## src/ptsm_defs.svh

```systemverilog
// offsets, field positions, reset values and timing counts of the
// phase timing and sag monitor; assumes a 100 MHz system clock
//
// How it works
// - one set of three delays at a time, picked by delay_set_select.
// - delays start and stop on rising voltage or current zero crossings.
// - select 00 measures voltage to current delay of phases A, B, C.
// - select 01 stores voltage delays A-C, B-C, A-B in registers 0, 1, 2.
// - select 10 stores current delays A-C, B-C, A-B in registers 0, 1, 2.
// - each delay is a 16-bit count of 256 kHz ticks.
// - period_source_select picks the voltage phase for the line period.
// - line period is a 16-bit tick count refreshed every line period.
// - stored period equals ticks in one line period minus one.
// - sag when a phase stays below threshold; phase marked in bits 14:12.
// - sag flag set after the Nth half cycle below; zero is invalid.
// - sag sets status bit 16 and, if masked in, pulls interrupt low.
// - writing status bit 16 as one clears flag, phase bits, interrupt.
// - a later sag on another phase replaces the old phase bit.
// - half-cycle counter runs unless threshold is zero or one or cycle count is zero; writing the cycle count resets it.
// - threshold meets absolute filtered voltage; full scale always trips.
// - threshold of zero or one means no sag is ever raised.
// - 24-bit threshold reads as a 32-bit word, upper byte zero.
// - voltage channels below a tenth of full scale give no crossings.
`ifndef PTSM_DEFS_SVH
`define PTSM_DEFS_SVH

// register word offsets, matched against address bits 7:2
`define PTSM_OFS_DLY0 6'h00
`define PTSM_OFS_DLY1 6'h01
`define PTSM_OFS_DLY2 6'h02
`define PTSM_OFS_PER 6'h03
`define PTSM_OFS_THR 6'h04
`define PTSM_OFS_CYC 6'h05
`define PTSM_OFS_STAT 6'h06
`define PTSM_OFS_MASK 6'h07
`define PTSM_OFS_PHST 6'h08
`define PTSM_OFS_COMP 6'h09
`define PTSM_OFS_MEAS 6'h0A

// field positions
`define PTSM_SAG_BIT 16
`define PTSM_VPH_LSB 12
`define PTSM_DSEL_LSB 9
`define PTSM_PSEL_LSB 0

// field encodings and reset values
`define PTSM_DSEL_VV 2'h1
`define PTSM_DSEL_II 2'h2
`define PTSM_DSEL_RST 2'h0
`define PTSM_PSEL_RST 2'h0
`define PTSM_THR_RST 24'h000000
`define PTSM_CYC_RST 8'h01
`define PTSM_CNT_MAX 16'hFFFF

// time base: 256 kHz from 100 MHz by fractional accumulation
`define PTSM_CLK_HZ 100000000
`define PTSM_TB_HZ 256000
`define PTSM_TB_GCD 32000
`define PTSM_TB_INC (`PTSM_TB_HZ / `PTSM_TB_GCD)
`define PTSM_TB_MOD (`PTSM_CLK_HZ / `PTSM_TB_GCD)

`endif

```

## src/ptsm_pkg.sv

```systemverilog
// types of the phase timing and sag monitor
// assumes the constants of ptsm_defs.svh
package ptsm_pkg;

  typedef struct packed {
    logic cyc;
    logic stb;
    logic we;
    logic [7:0] adr;
    logic [3:0] sel;
    logic [31:0] dat;
  } ptsm_wb_req_t;

  typedef struct packed {
    logic [2:0] v_rise;
    logic [2:0] i_rise;
    logic [2:0] v_any;
    logic [2:0] v_live;
  } ptsm_zx_t;

  typedef struct packed {
    logic [11:0] tb_acc;
    logic tick;
    logic [2:0][15:0] dly;
    logic [2:0][15:0] dcnt;
    logic [2:0] arm;
    logic [15:0] per;
    logic [15:0] pcnt;
    logic pseen;
    logic [23:0] thr;
    logic [7:0] cyc;
    logic [2:0][7:0] hc;
    logic [2:0] below;
    logic sag;
    logic [2:0] vph;
    logic mask;
    logic [1:0] dsel;
    logic [1:0] psel;
    logic ack;
    logic [31:0] rdat;
    logic irq_n;
  } ptsm_state_t;

endpackage : ptsm_pkg

```

## src/ptsm_top.sv

```systemverilog
// phase delay, line period and voltage sag monitor with wishbone slave
// assumes crossing strobes and voltage samples come from mclk logic
//
// Our own choices: the register offsets and the Wishbone slave port.
`timescale 1ns/1ps
`default_nettype none
`include "ptsm_defs.svh"

module ptsm_top (
  // clock and reset
  input wire logic mclk,
  input wire logic rstn,
  // wishbone classic slave
  input wire ptsm_pkg::ptsm_wb_req_t wb_req,
  output logic wb_ack_o,
  output logic [31:0] wb_dat_o,
  // crossing strobes and absolute filtered voltages
  input wire ptsm_pkg::ptsm_zx_t zx,
  input wire logic v_smp,
  input wire logic [2:0][23:0] v_abs,
  // interrupt
  output logic event_interrupt_n
);

  ////////////////////////////////////////////////////////////////////////
  // helpers

  // start and stop strobes of delay pair k for a select value
  function automatic logic [1:0] ptsm_pair(
    input logic [1:0] sel,
    input logic [2:0] vr,
    input logic [2:0] ir,
    input int k
  );
    logic [2:0] src;
    logic [1:0] r;
    src = (sel == `PTSM_DSEL_VV) ? vr : ir;
    if (sel == `PTSM_DSEL_VV || sel == `PTSM_DSEL_II)
    begin
      r = {src[(k == 1) ? 1 : 0], src[(k == 2) ? 1 : 2]};
    end
    else
    begin
      r = {vr[k], ir[k]};
    end
    return r;
  endfunction : ptsm_pair

  // byte lane merge of a write
  function automatic logic [31:0] ptsm_merge(
    input logic [31:0] old,
    input logic [31:0] din,
    input logic [3:0] sel
  );
    logic [31:0] r;
    r = old;
    for (int i = 0; i < 4; i++)
    begin
      if (sel[i])
      begin
        r[8*i +: 8] = din[8*i +: 8];
      end
    end
    return r;
  endfunction : ptsm_merge

  ////////////////////////////////////////////////////////////////////////
  // state

  ptsm_pkg::ptsm_state_t st_r;
  ptsm_pkg::ptsm_state_t st_nxt;

  logic [12:0] acc_sum;
  logic [2:0] vr;
  logic [2:0] va;
  logic [23:0] thr_eff;
  logic [2:0] sag_set;
  logic [2:0] dcap;
  logic per_upd;
  logic stat_clr;
  logic cyc_wr;
  logic acc_go;
  logic [5:0] idx;
  logic [31:0] rmux;
  logic [31:0] wv;
  logic [1:0] pr;
  logic [1:0] ps;
  logic pe;

  assign wb_ack_o = st_r.ack;
  assign wb_dat_o = st_r.rdat;
  assign event_interrupt_n = st_r.irq_n;

  ////////////////////////////////////////////////////////////////////////
  // register read view

  always_comb
  begin
    idx = wb_req.adr[7:2];
    rmux = 32'h00000000;
    unique case (idx)
      `PTSM_OFS_DLY0: rmux[15:0] = st_r.dly[0];
      `PTSM_OFS_DLY1: rmux[15:0] = st_r.dly[1];
      `PTSM_OFS_DLY2: rmux[15:0] = st_r.dly[2];
      `PTSM_OFS_PER: rmux[15:0] = st_r.per;
      `PTSM_OFS_THR: rmux[23:0] = st_r.thr;
      `PTSM_OFS_CYC: rmux[7:0] = st_r.cyc;
      `PTSM_OFS_STAT: rmux[`PTSM_SAG_BIT] = st_r.sag;
      `PTSM_OFS_MASK: rmux[`PTSM_SAG_BIT] = st_r.mask;
      `PTSM_OFS_PHST: rmux[`PTSM_VPH_LSB +: 3] = st_r.vph;
      `PTSM_OFS_COMP: rmux[`PTSM_DSEL_LSB +: 2] = st_r.dsel;
      `PTSM_OFS_MEAS: rmux[`PTSM_PSEL_LSB +: 2] = st_r.psel;
      default: rmux = 32'h00000000;
    endcase
    wv = ptsm_merge(rmux, wb_req.dat, wb_req.sel);
  end

  ////////////////////////////////////////////////////////////////////////
  // next state

  always_comb
  begin
    st_nxt = st_r;
    sag_set = 3'h0;
    dcap = 3'h0;
    per_upd = 1'b0;
    stat_clr = 1'b0;
    cyc_wr = 1'b0;
    pr = 2'h0;
    ps = 2'h0;
    pe = 1'b0;
    acc_go = wb_req.cyc & wb_req.stb & ~st_r.ack;

    // 256 kHz tick
    acc_sum = {1'b0, st_r.tb_acc} + 13'(`PTSM_TB_INC);
    st_nxt.tick = 1'b0;
    if (acc_sum >= 13'(`PTSM_TB_MOD))
    begin
      acc_sum = acc_sum - 13'(`PTSM_TB_MOD);
      st_nxt.tick = 1'b1;
    end
    st_nxt.tb_acc = acc_sum[11:0];

    // quiet voltage channels give no crossings
    vr = zx.v_rise & zx.v_live;
    va = zx.v_any & zx.v_live;

    // delays between rising crossings
    for (int k = 0; k < 3; k++)
    begin
      pr = ptsm_pair(st_r.dsel, vr, zx.i_rise, k);
      if (pr[0] && st_r.arm[k])
      begin
        st_nxt.dly[k] = st_r.dcnt[k];
        st_nxt.arm[k] = 1'b0;
        dcap[k] = 1'b1;
      end
      if (pr[1])
      begin
        st_nxt.dcnt[k] = 16'h0000;
        st_nxt.arm[k] = 1'b1;
      end
      else if (st_r.tick && st_r.arm[k] && st_r.dcnt[k] != `PTSM_CNT_MAX)
      begin
        st_nxt.dcnt[k] = st_r.dcnt[k] + 16'h0001;
      end
    end

    // line period on the selected voltage
    ps = (st_r.psel == 2'h3) ? 2'h0 : st_r.psel;
    pe = vr[ps];
    if (pe)
    begin
      if (st_r.pseen && (st_r.pcnt != 16'h0000 || st_r.tick))
      begin
        // a tick on the crossing edge closes the old period
        st_nxt.per = st_r.pcnt + 16'(st_r.tick) - 16'h0001;
        per_upd = 1'b1;
      end
      st_nxt.pcnt = 16'h0000;
      st_nxt.pseen = 1'b1;
    end
    else if (st_r.tick && st_r.pcnt != `PTSM_CNT_MAX)
    begin
      st_nxt.pcnt = st_r.pcnt + 16'h0001;
    end

    // sag: levels of zero or one disable detection
    thr_eff = (st_r.thr <= 24'h000001) ? 24'h000000 : st_r.thr;
    for (int p = 0; p < 3; p++)
    begin
      if (v_smp && v_abs[p] >= thr_eff)
      begin
        st_nxt.below[p] = 1'b0;
      end
      if (va[p])
      begin
        st_nxt.below[p] = 1'b1;
        if (st_nxt.below[p] == st_r.below[p] && st_r.below[p] &&
            !(v_smp && v_abs[p] >= thr_eff) &&
            thr_eff != 24'h000000 && st_r.cyc != 8'h00)
        begin
          if (st_r.hc[p] + 8'h01 >= st_r.cyc)
          begin
            sag_set[p] = 1'b1;
            st_nxt.hc[p] = 8'h00;
          end
          else
          begin
            st_nxt.hc[p] = st_r.hc[p] + 8'h01;
          end
        end
        else
        begin
          st_nxt.hc[p] = 8'h00;
        end
      end
    end

    // bus access
    st_nxt.ack = acc_go;
    if (acc_go && !wb_req.we)
    begin
      st_nxt.rdat = rmux;
    end
    if (acc_go && wb_req.we)
    begin
      unique case (idx)
        `PTSM_OFS_THR: st_nxt.thr = wv[23:0];
        `PTSM_OFS_CYC:
        begin
          st_nxt.cyc = wv[7:0];
          cyc_wr = 1'b1;
        end
        `PTSM_OFS_STAT:
          stat_clr = wb_req.sel[2] & wb_req.dat[`PTSM_SAG_BIT];
        `PTSM_OFS_MASK: st_nxt.mask = wv[`PTSM_SAG_BIT];
        `PTSM_OFS_COMP:
        begin
          st_nxt.dsel = wv[`PTSM_DSEL_LSB +: 2];
          st_nxt.arm = 3'h0;
        end
        `PTSM_OFS_MEAS:
        begin
          st_nxt.psel = wv[`PTSM_PSEL_LSB +: 2];
          st_nxt.pseen = 1'b0;
        end
        default: st_nxt.rdat = st_r.rdat;
      endcase
    end

    // writing the cycle count restarts the half-cycle window
    if (cyc_wr)
    begin
      st_nxt.hc = '0;
      st_nxt.below = 3'h7;
      sag_set = 3'h0;
    end

    // sag flag and phase bits, set wins over clear
    if (sag_set != 3'h0)
    begin
      st_nxt.sag = 1'b1;
      st_nxt.vph = sag_set;
    end
    else if (stat_clr)
    begin
      st_nxt.sag = 1'b0;
      st_nxt.vph = 3'h0;
    end
    st_nxt.irq_n = ~(st_nxt.sag & st_nxt.mask);
  end

  always_ff @(posedge mclk or negedge rstn)
  begin
    if (!rstn)
    begin
      st_r <= '0;
      st_r.below <= 3'h7;
      st_r.thr <= `PTSM_THR_RST;
      st_r.cyc <= `PTSM_CYC_RST;
      st_r.dsel <= `PTSM_DSEL_RST;
      st_r.psel <= `PTSM_PSEL_RST;
      st_r.irq_n <= 1'b1;
    end
    else
    begin
      st_r <= st_nxt;
    end
  end
endmodule : ptsm_top
`default_nettype wire

```

## config.mk

```make
export PLATFORM = sky130hd
export DESIGN_NAME = ptsm_top
export DESIGN_NICKNAME = d
export VERILOG_FILES = /design/src/ptsm_pkg.sv /design/src/ptsm_top.sv
export VERILOG_INCLUDE_DIRS = /design/src /design/src/src
export SDC_FILE = /design/constraint.sdc
export NUM_CORES = 1
export LEC_CHECK = 0
export BUFFER_PORTS_ARGS = -buffer_cell sky130_fd_sc_hd__buf_2
export CAP_MARGIN = 20
export CORE_MARGIN = 4
export CORE_UTILIZATION = 41
export CTS_BUF_LIST = sky130_fd_sc_hd__clkbuf_4
export CTS_CLUSTER_DIAMETER = 150
export CTS_CLUSTER_SIZE = 8
export DETAILED_ROUTE_END_ITERATION = 16
export GPL_TIMING_DRIVEN = 1
export PLACE_DENSITY = 0.59
export SLEW_MARGIN = 20
export SYNTH_ARGS = -nofsm -noshare
export SYNTH_HDL_FRONTEND = slang
export SYNTH_SLANG_ARGS = --single-unit
export TNS_END_PERCENT = 20
```

## constraint.sdc

```tcl
create_clock -name mclk -period 3.1 [get_ports mclk]
set_clock_uncertainty 0.05 [all_clocks]
set_input_delay 0.155 -clock mclk [delete_from_list [all_inputs] [get_ports mclk]]
set_output_delay 0.155 -clock mclk [all_outputs]
set_load 0.005 [all_outputs]
```

==> results.yml, run 1 <==
status:
  status: "completed"
timing:
  finalSetupViolCount: 0
  fin_crit_ns: 2.947
  worst_slew_pin_slew_ns: 1.087
  fin_crit_sh_pct: 95.05
  final_hold_viol_count: 0
  max_freq_mhz: 339.4
  maxSlewViolCount: 0
  rsz0062_at_grt: "no"
  slew_headroom_pct: 27.53
global_routing:
  antenna_found_initial: 3
  gr-total-overflow: 0
  grt_util_all_layers_pct: 21.12
  grt_start_max_net_pins: 90
  grt_pass1_wl_mm: 64.36
  grt_pass1_vias: 11690
clock_network:
  clock-sinks: 239
  insertion_delay_ns: 0.68
  cts-root-buf: "clkbuf_4"
  clk_pin_slew_worst_paths_ns: 0.11
  htree_levels: 2
  max-clock-path-buffers: 3
  cts_tree: "yes"
  cts_made_buffers: 35
power_and_ir_drop:
  vdd_drop_max_v: 0.0002807
  p_leak_nw: 7.852
  p_per_area_mw_per_mm2: 362.3
drt:
  drc_errors: 0
  ant_nets: 0
  drt_iter0_markers: 709
  num_vias: 11740
  dr.pass1.iters: 7
  viasPerCell: 5.442
  routed_wirelength_mm: 40.59
  wl_per_cell_um: 18.81
setup_path:
  crit_arrival_ns: 3.48
  max_stage_delay_ns: 0.40
  reg2regPathDepth: 11
  slowest_stage: "dfrtp_1"
  start_kind: "flop"
  endpoint_kind: "flop"
  r2r-start: "st_r[55]$_DFFE_PN0P_"
  criticalPathCategory: "flop to flop"
  critPathLaunch: "st_r[55]$_DFFE_PN0P_"
  crit_chain: "ha_2 > nand3_2 > xnor2_2 > ha_1 > a21o_1 > a2111oi_4 > o21ai_1 > a21o_1 > or3_1 > or3_1 > o21ai_0"
  required_ns: 3.63
  reg2reg_setup_slack_ns: 0.15
  r2r-end: "st_r[59]$_DFFE_PN0P_"
  setup.worst_path.end: "st_r[59]$_DFFE_PN0P_"
  critPathMaxFanout: 3
synthesis:
  synthTopCellsByCount: "234 x dfrtp_1, 168 x nand2_1, 127 x nor2_1, 112 x ha_1, 76 x a21oi_1"
  synth_area_leaders: "dfrtp_1 41%, ha_1 9.9%, mux2_2 5.6%"
  ys_ff_latch: 239
  synth_cell_types: 68
  synth_edf_count: 0
  syn_avg_cell_area_um2: 9.501
  synth_cells: 1487
  seq_area_frac_synth_pct: 42.38
  synth-async-reset-ratio_pct: 100.0
  yosysTopAreaCell: "dfrtp_1"
  synth_top_area_share_pct: 41.45
  synth_area_mm2: 0.01413
  yosysWarnings: 0
  yosys.cell_count.top_type: "dfrtp_1"
  synthFlopType: "dfrtp_1"
final_layout:
  drive_above_1_share_pct: 20.50
  nets: 1941
  area_delta_synth_final_pct: 15.45
  fin_util_pct: 48.28
  stdcell_count: 2158
floorplan:
  num_io_pins: 168
  die_h_um: 193.6
  core_area_mm2: 0.03378
  initial_utilization_pct: 41.82
  row_count: 67
  dieArea_mm2: 0.03749
  dieWidth_um: 193.6
flow_run:
  cap_violations: 0
place:
  dpl.hpwl_mm: 31.20
  dpl.cell_count: 2062
  io_buffers: 148
  gp_congestion: 0.8723
worst_hold_path:
  worstHoldPathType: "input port to async pin"
## stage by stage
step	hold WS (ns)	area (um2)	TNS, ns	setup WS (ns)	power [W]
after global placement	0.1765	15450	0	0.07581	0.004092
after floorplan	-0.1906	14150	0	0.3123	0.003759
after CTS	0.001672	16250	0	0.02579	0.005980
final	0.02318	16310	0	0.1533	0.005910
after detailed placement	0.1750	15450	-0.05871	-0.05871	0.004110
after global routing	0.01655	16310	0	0.007830	0.006235
## flip-flops by register name (all words and copies together) (netlist names)
signal	cells
event_interrupt_n	1
st_r	213
wb_dat_o	24
wb_ack_o	1
## final cells by class
cell class	instances	area, um2
sequential	239	5987
fill	3234	17470
multi-input combinational	1100	7511
antenna	3	7.507
clock buffer	46	345.3
tap	448	560.5
clock inverter	3	25.02
timing repair buffer	245	1597
inverter	74	277.8
## routing by layer
layer	up-vias	GRT usage, %	routed length (um)	part of all wire (%)
met4	0	6.766	1229	3.0
met1	5676	29.71	18590	46
met3	69	3.197	2192	5.4
met5	-	0	0	0
li1	5679	-	-	-
met2	320	33.72	18570	46
## repair_timing
action,4_1_cts,5_1_grt
hold buffers,42,0
gates resized for setup,3,7
setup buffers,0,2
endpoints found under the setup margin,1,9
hold endpoints to repair,217,0
## where the power goes
part / switching (W) / total, W / internal [W]
registers: 0.0000857 / 0.00333 / 0.00325
clock network: 0.00113 / 0.00181 / 0.000686
logic: 0.000438 / 0.000768 / 0.000330
## critical path: cells and delay by family, from the launching register on
family	cells	cell delay [ns]
flip-flops	1	0.40
XOR/XNOR	1	0.17
adder cells (fa/ha/maj)	2	0.51
AO/OA/AOI/OAI	5	0.97
AND/OR/NAND/NOR	3	0.76
## worst min-delay path by stage
stage | cells after the start | slack [ns] | end
floorplan | 0 | -0.19 | st_r[100]$_DFFE_PN0P_
global placement | 1 | 0.18 | st_r[179]$_DFFE_PN0P_
detailed placement | 1 | 0.17 | wb_dat_o[10]$_DFFE_PN0P_
CTS | 2 | 0.002 | wb_dat_o[10]$_DFFE_PN0P_
global route | 4 | 0.02 | st_r[77]$_DFFE_PN0P_
finish | 2 | 0.02 | st_r[176]$_DFFE_PN0P_
## cell families after synthesis
| logic type | after synthesis | synth area share (%) |
|---|---|---|
| DFF | 239 | 42.38 |
| other | 1 | 0.02654 |
| xor gates and xnor gates | 95 | 5.890 |
| buffers and inverters | 155 | 5.048 |
| muxes | 84 | 6.572 |
| adders and majority gates | 112 | 9.919 |
| and+or+nand+nor | 536 | 18.12 |
| AOI/OAI and AO/OA | 265 | 12.05 |
## cell usage in the layout (no fill, tap or decap), drive strengths merged, types with 8 or more instances in the layout
master,netlist,final
mux2i,14,14
mux2,70,70
nand3,62,62
clkbuf,37,46
nand2b,15,15
a22oi,14,14
a21o,8,8
o21ai,79,79
xor2,49,49
dfrtp,234,234
a22o,9,9
a222oi,9,9
dlygate4sd3,0,42
and4,11,11
or3,17,17
and3,26,26
nor2,129,129
xnor2,46,46
nor3,25,25
nand2,168,168
buf,44,203
a221oi,16,16
inv,74,74
ha,112,112
nor4,17,17
a21oi,76,76
conb,1,8
nand4,36,36
Note: power is estimated with default switching activity, not from simulation.
==> run 2: changes to the inputs <==
HOLD_SLACK_MARGIN = 0.15   (was unset)
PLACE_DENSITY = 0.7   (was 0.59)
==> results.yml, run 2 (synthesized netlist as in run 1, its figures left out) <==
power_and_ir_drop:
  p_leak_nw: 8.099
  p_per_area_mw_per_mm2: 360.7
  vdd_drop_max_v: 0.0002202
worst_hold_path:
  worstHoldPathType: "input port to flop"
  hold_start: "wb_req[38]"
  hold_depth: 5
floorplan:
  num_io_pins: 168
  core_area_mm2: 0.03378
  dieWidth_um: 193.6
  initial_utilization_pct: 41.82
  dieArea_mm2: 0.03749
  row_count: 67
  die_h_um: 193.6
setup_path:
  critPathMaxFanout: 16
  cp_top_family: "buffers and inverters"
  worst-path-buf-inv: 5
  setup.worst_path.end: "st_r[78]$_DFFE_PN0P_"
  critPathLaunch: "wb_req[42]"
  start_kind: "input port"
  endpoint_kind: "flop"
  criticalPathCategory: "input port to flop"
  crit_chain: "dlygate4sd3_1 > buf_2 > or4b_4 > nor3_2 > buf_4 > a22oi_1 > nand3_1 > mux2i_1 > dlygate4sd3_1 > o21ai_0 > dlygate4sd3_1"
  required_ns: 3.63
  cp.depth: 11
  reg2regPathDepth: 11
  r2r-end: "st_r[59]$_DFFE_PN0P_"
  reg2reg_setup_slack_ns: 0.12
  path_common_cell: "dlygate4sd3_1"
  crit_arrival_ns: 3.61
  r2r-start: "st_r[54]$_DFFE_PN0P_"
  slowest_stage: "dlygate4sd3_1"
  max_stage_delay_ns: 0.61
global_routing:
  grt_pass1_vias: 12030
  grt_pass1_wl_mm: 65.64
  grt_start_max_net_pins: 101
  antenna_found_initial: 2
  grt_util_all_layers_pct: 21.22
  gr-total-overflow: 0
timing:
  fin_hold_ws_ns: 0.1652
  maxSlewViolCount: 0
  slew_headroom_pct: 30.57
  final_hold_viol_count: 0
  fin_crit_ns: 3.074
  max_freq_mhz: 325.3
  worst_slew_pin_slew_ns: 1.041
  rsz0062_at_grt: "yes"
  finalSetupViolCount: 0
  fin_crit_sh_pct: 99.18
drt:
  ant_nets: 0
  routed_wirelength_mm: 40.43
  wl_per_cell_um: 18.31
  viasPerCell: 5.495
  drt_iter0_markers: 944
  dr.pass1.iters: 8
  num_vias: 12130
  drc_errors: 0
clock_network:
  clock-sinks: 239
  cts_made_buffers: 35
  cts_tree: "yes"
  clk_pin_slew_worst_paths_ns: 0.10
  insertion_delay_ns: 0.65
  htree_levels: 2
  cts-root-buf: "clkbuf_4"
  max-clock-path-buffers: 3
final_layout:
  largest_register_ffs: 213
  fill_cells: 3105
  drive_above_1_share_pct: 20.41
  area_delta_synth_final_pct: 19.30
  nets: 1990
  stdcell_count: 2208
  layout_commonest_cell: "dfrtp_1"
  layout_common_cells: "234 x dfrtp_1, 167 x nand2_1, 147 x buf_2, 126 x nor2_1, 111 x ha_1"
  regMostFlops: "st_r"
place:
  dpl.cell_count: 2058
  gp_congestion: 0.9437
  io_buffers: 148
  dpl.hpwl_mm: 30.63
status:
  status: "completed"
flow_run:
  cap_violations: 0
==> run 2: changes by cell type in the layout (fill, tap and decap cells not counted), sizes merged <==
cell | before | now
clkbuf | 46 | 50
dlygate4sd3 | 42 | 93
bufinv | 0 | 1
clkinv | 2 | 0
diode | 3 | 1
buf | 203 | 201
==> run 2: through the flow <==
| stage | instance area, um2 | power [W] | worst slack (ns) | TNS [ns] | utilization, % |
|---|---|---|---|---|---|
| global route | 16850 | 0.006383 | -0.08191 | -0.1103 | 49.89 |
| CTS | 16760 | 0.006114 | 0.02283 | 0 | 49.60 |
| detailed placement | 15420 | 0.004102 | 0.04762 | 0 | 45.63 |
| floorplan | 14150 | 0.003759 | 0.3123 | 0 | - |
| finish | 16850 | 0.006079 | 0.02552 | 0 | 49.89 |
| global placement | 15410 | 0.004078 | 0.1056 | 0 | 45.63 |
==> run 2: metal layers <==
metal	vias up	wire, um	global-route usage [%]
met5	-	0	0
met4	0	1168	6.189
met3	83	2573	3.927
met2	397	18800	34.31
met1	5885	17890	29.31
li1	5768	-	-
==> run 2: worst reg2reg max path, stage by stage (launching register included) <==
cell and delay [ns]:
dfrtp_1 0.43, ha_2 0.22, nand3_1 0.15, xnor2_2 0.18, ha_1 0.29, a21o_1 0.19, a2111oi_2 0.34, o21ai_1 0.13
a21o_1 0.19, or3_1 0.35, or3_1 0.31, o21ai_0 0.08
==> run 2: what timing repair did <==
action	CTS	global route
buffers inserted	0	4
hold buffers	93	0
hold endpoints to repair	388	0
endpoints found under the setup margin	0	35
resized for setup	0	19
==> run 2: where the power goes <==
group	leakage, nW	internal [W]	switching (W)	total (W)
clock	0.248	0.000814	0.00111	0.00192
combinational	4.62	0.000375	0.000447	0.000822
sequential	3.23	0.00325	0.0000872	0.00333
==> run 2: how the worst min path moves through the flow <==
stage	to	slack, ns
2_1_floorplan	st_r[100]$_DFFE_PN0P_	-0.19
3_3_place_gp	st_r[176]$_DFFE_PN0P_	0.20
5_1_grt	st_r[37]$_DFFE_PN0P_	0.17
4_1_cts	st_r[45]$_DFFE_PN1P_	0.15
6_report	st_r[37]$_DFFE_PN0P_	0.17
3_5_place_dp	st_r[173]$_DFFE_PN0P_	0.20
==> run 2: area by class of cell <==
| cell class | instances | area (um2) | share of cell area, % |
|---|---|---|---|
| Multi-Input combinational cell | 1100 | 7521 | 44.62 |
| Sequential cell | 239 | 5987 | 35.52 |
| Timing Repair Buffer | 294 | 2092 | 12.41 |
| Tap cell | 448 | 560.5 | 3.326 |
| Clock buffer | 50 | 375.4 | 2.227 |
| Inverter | 74 | 281.5 | 1.670 |
| Clock inverter | 2 | 33.78 | 0.2004 |
| Antenna cell | 1 | 2.502 | 0.01485 |
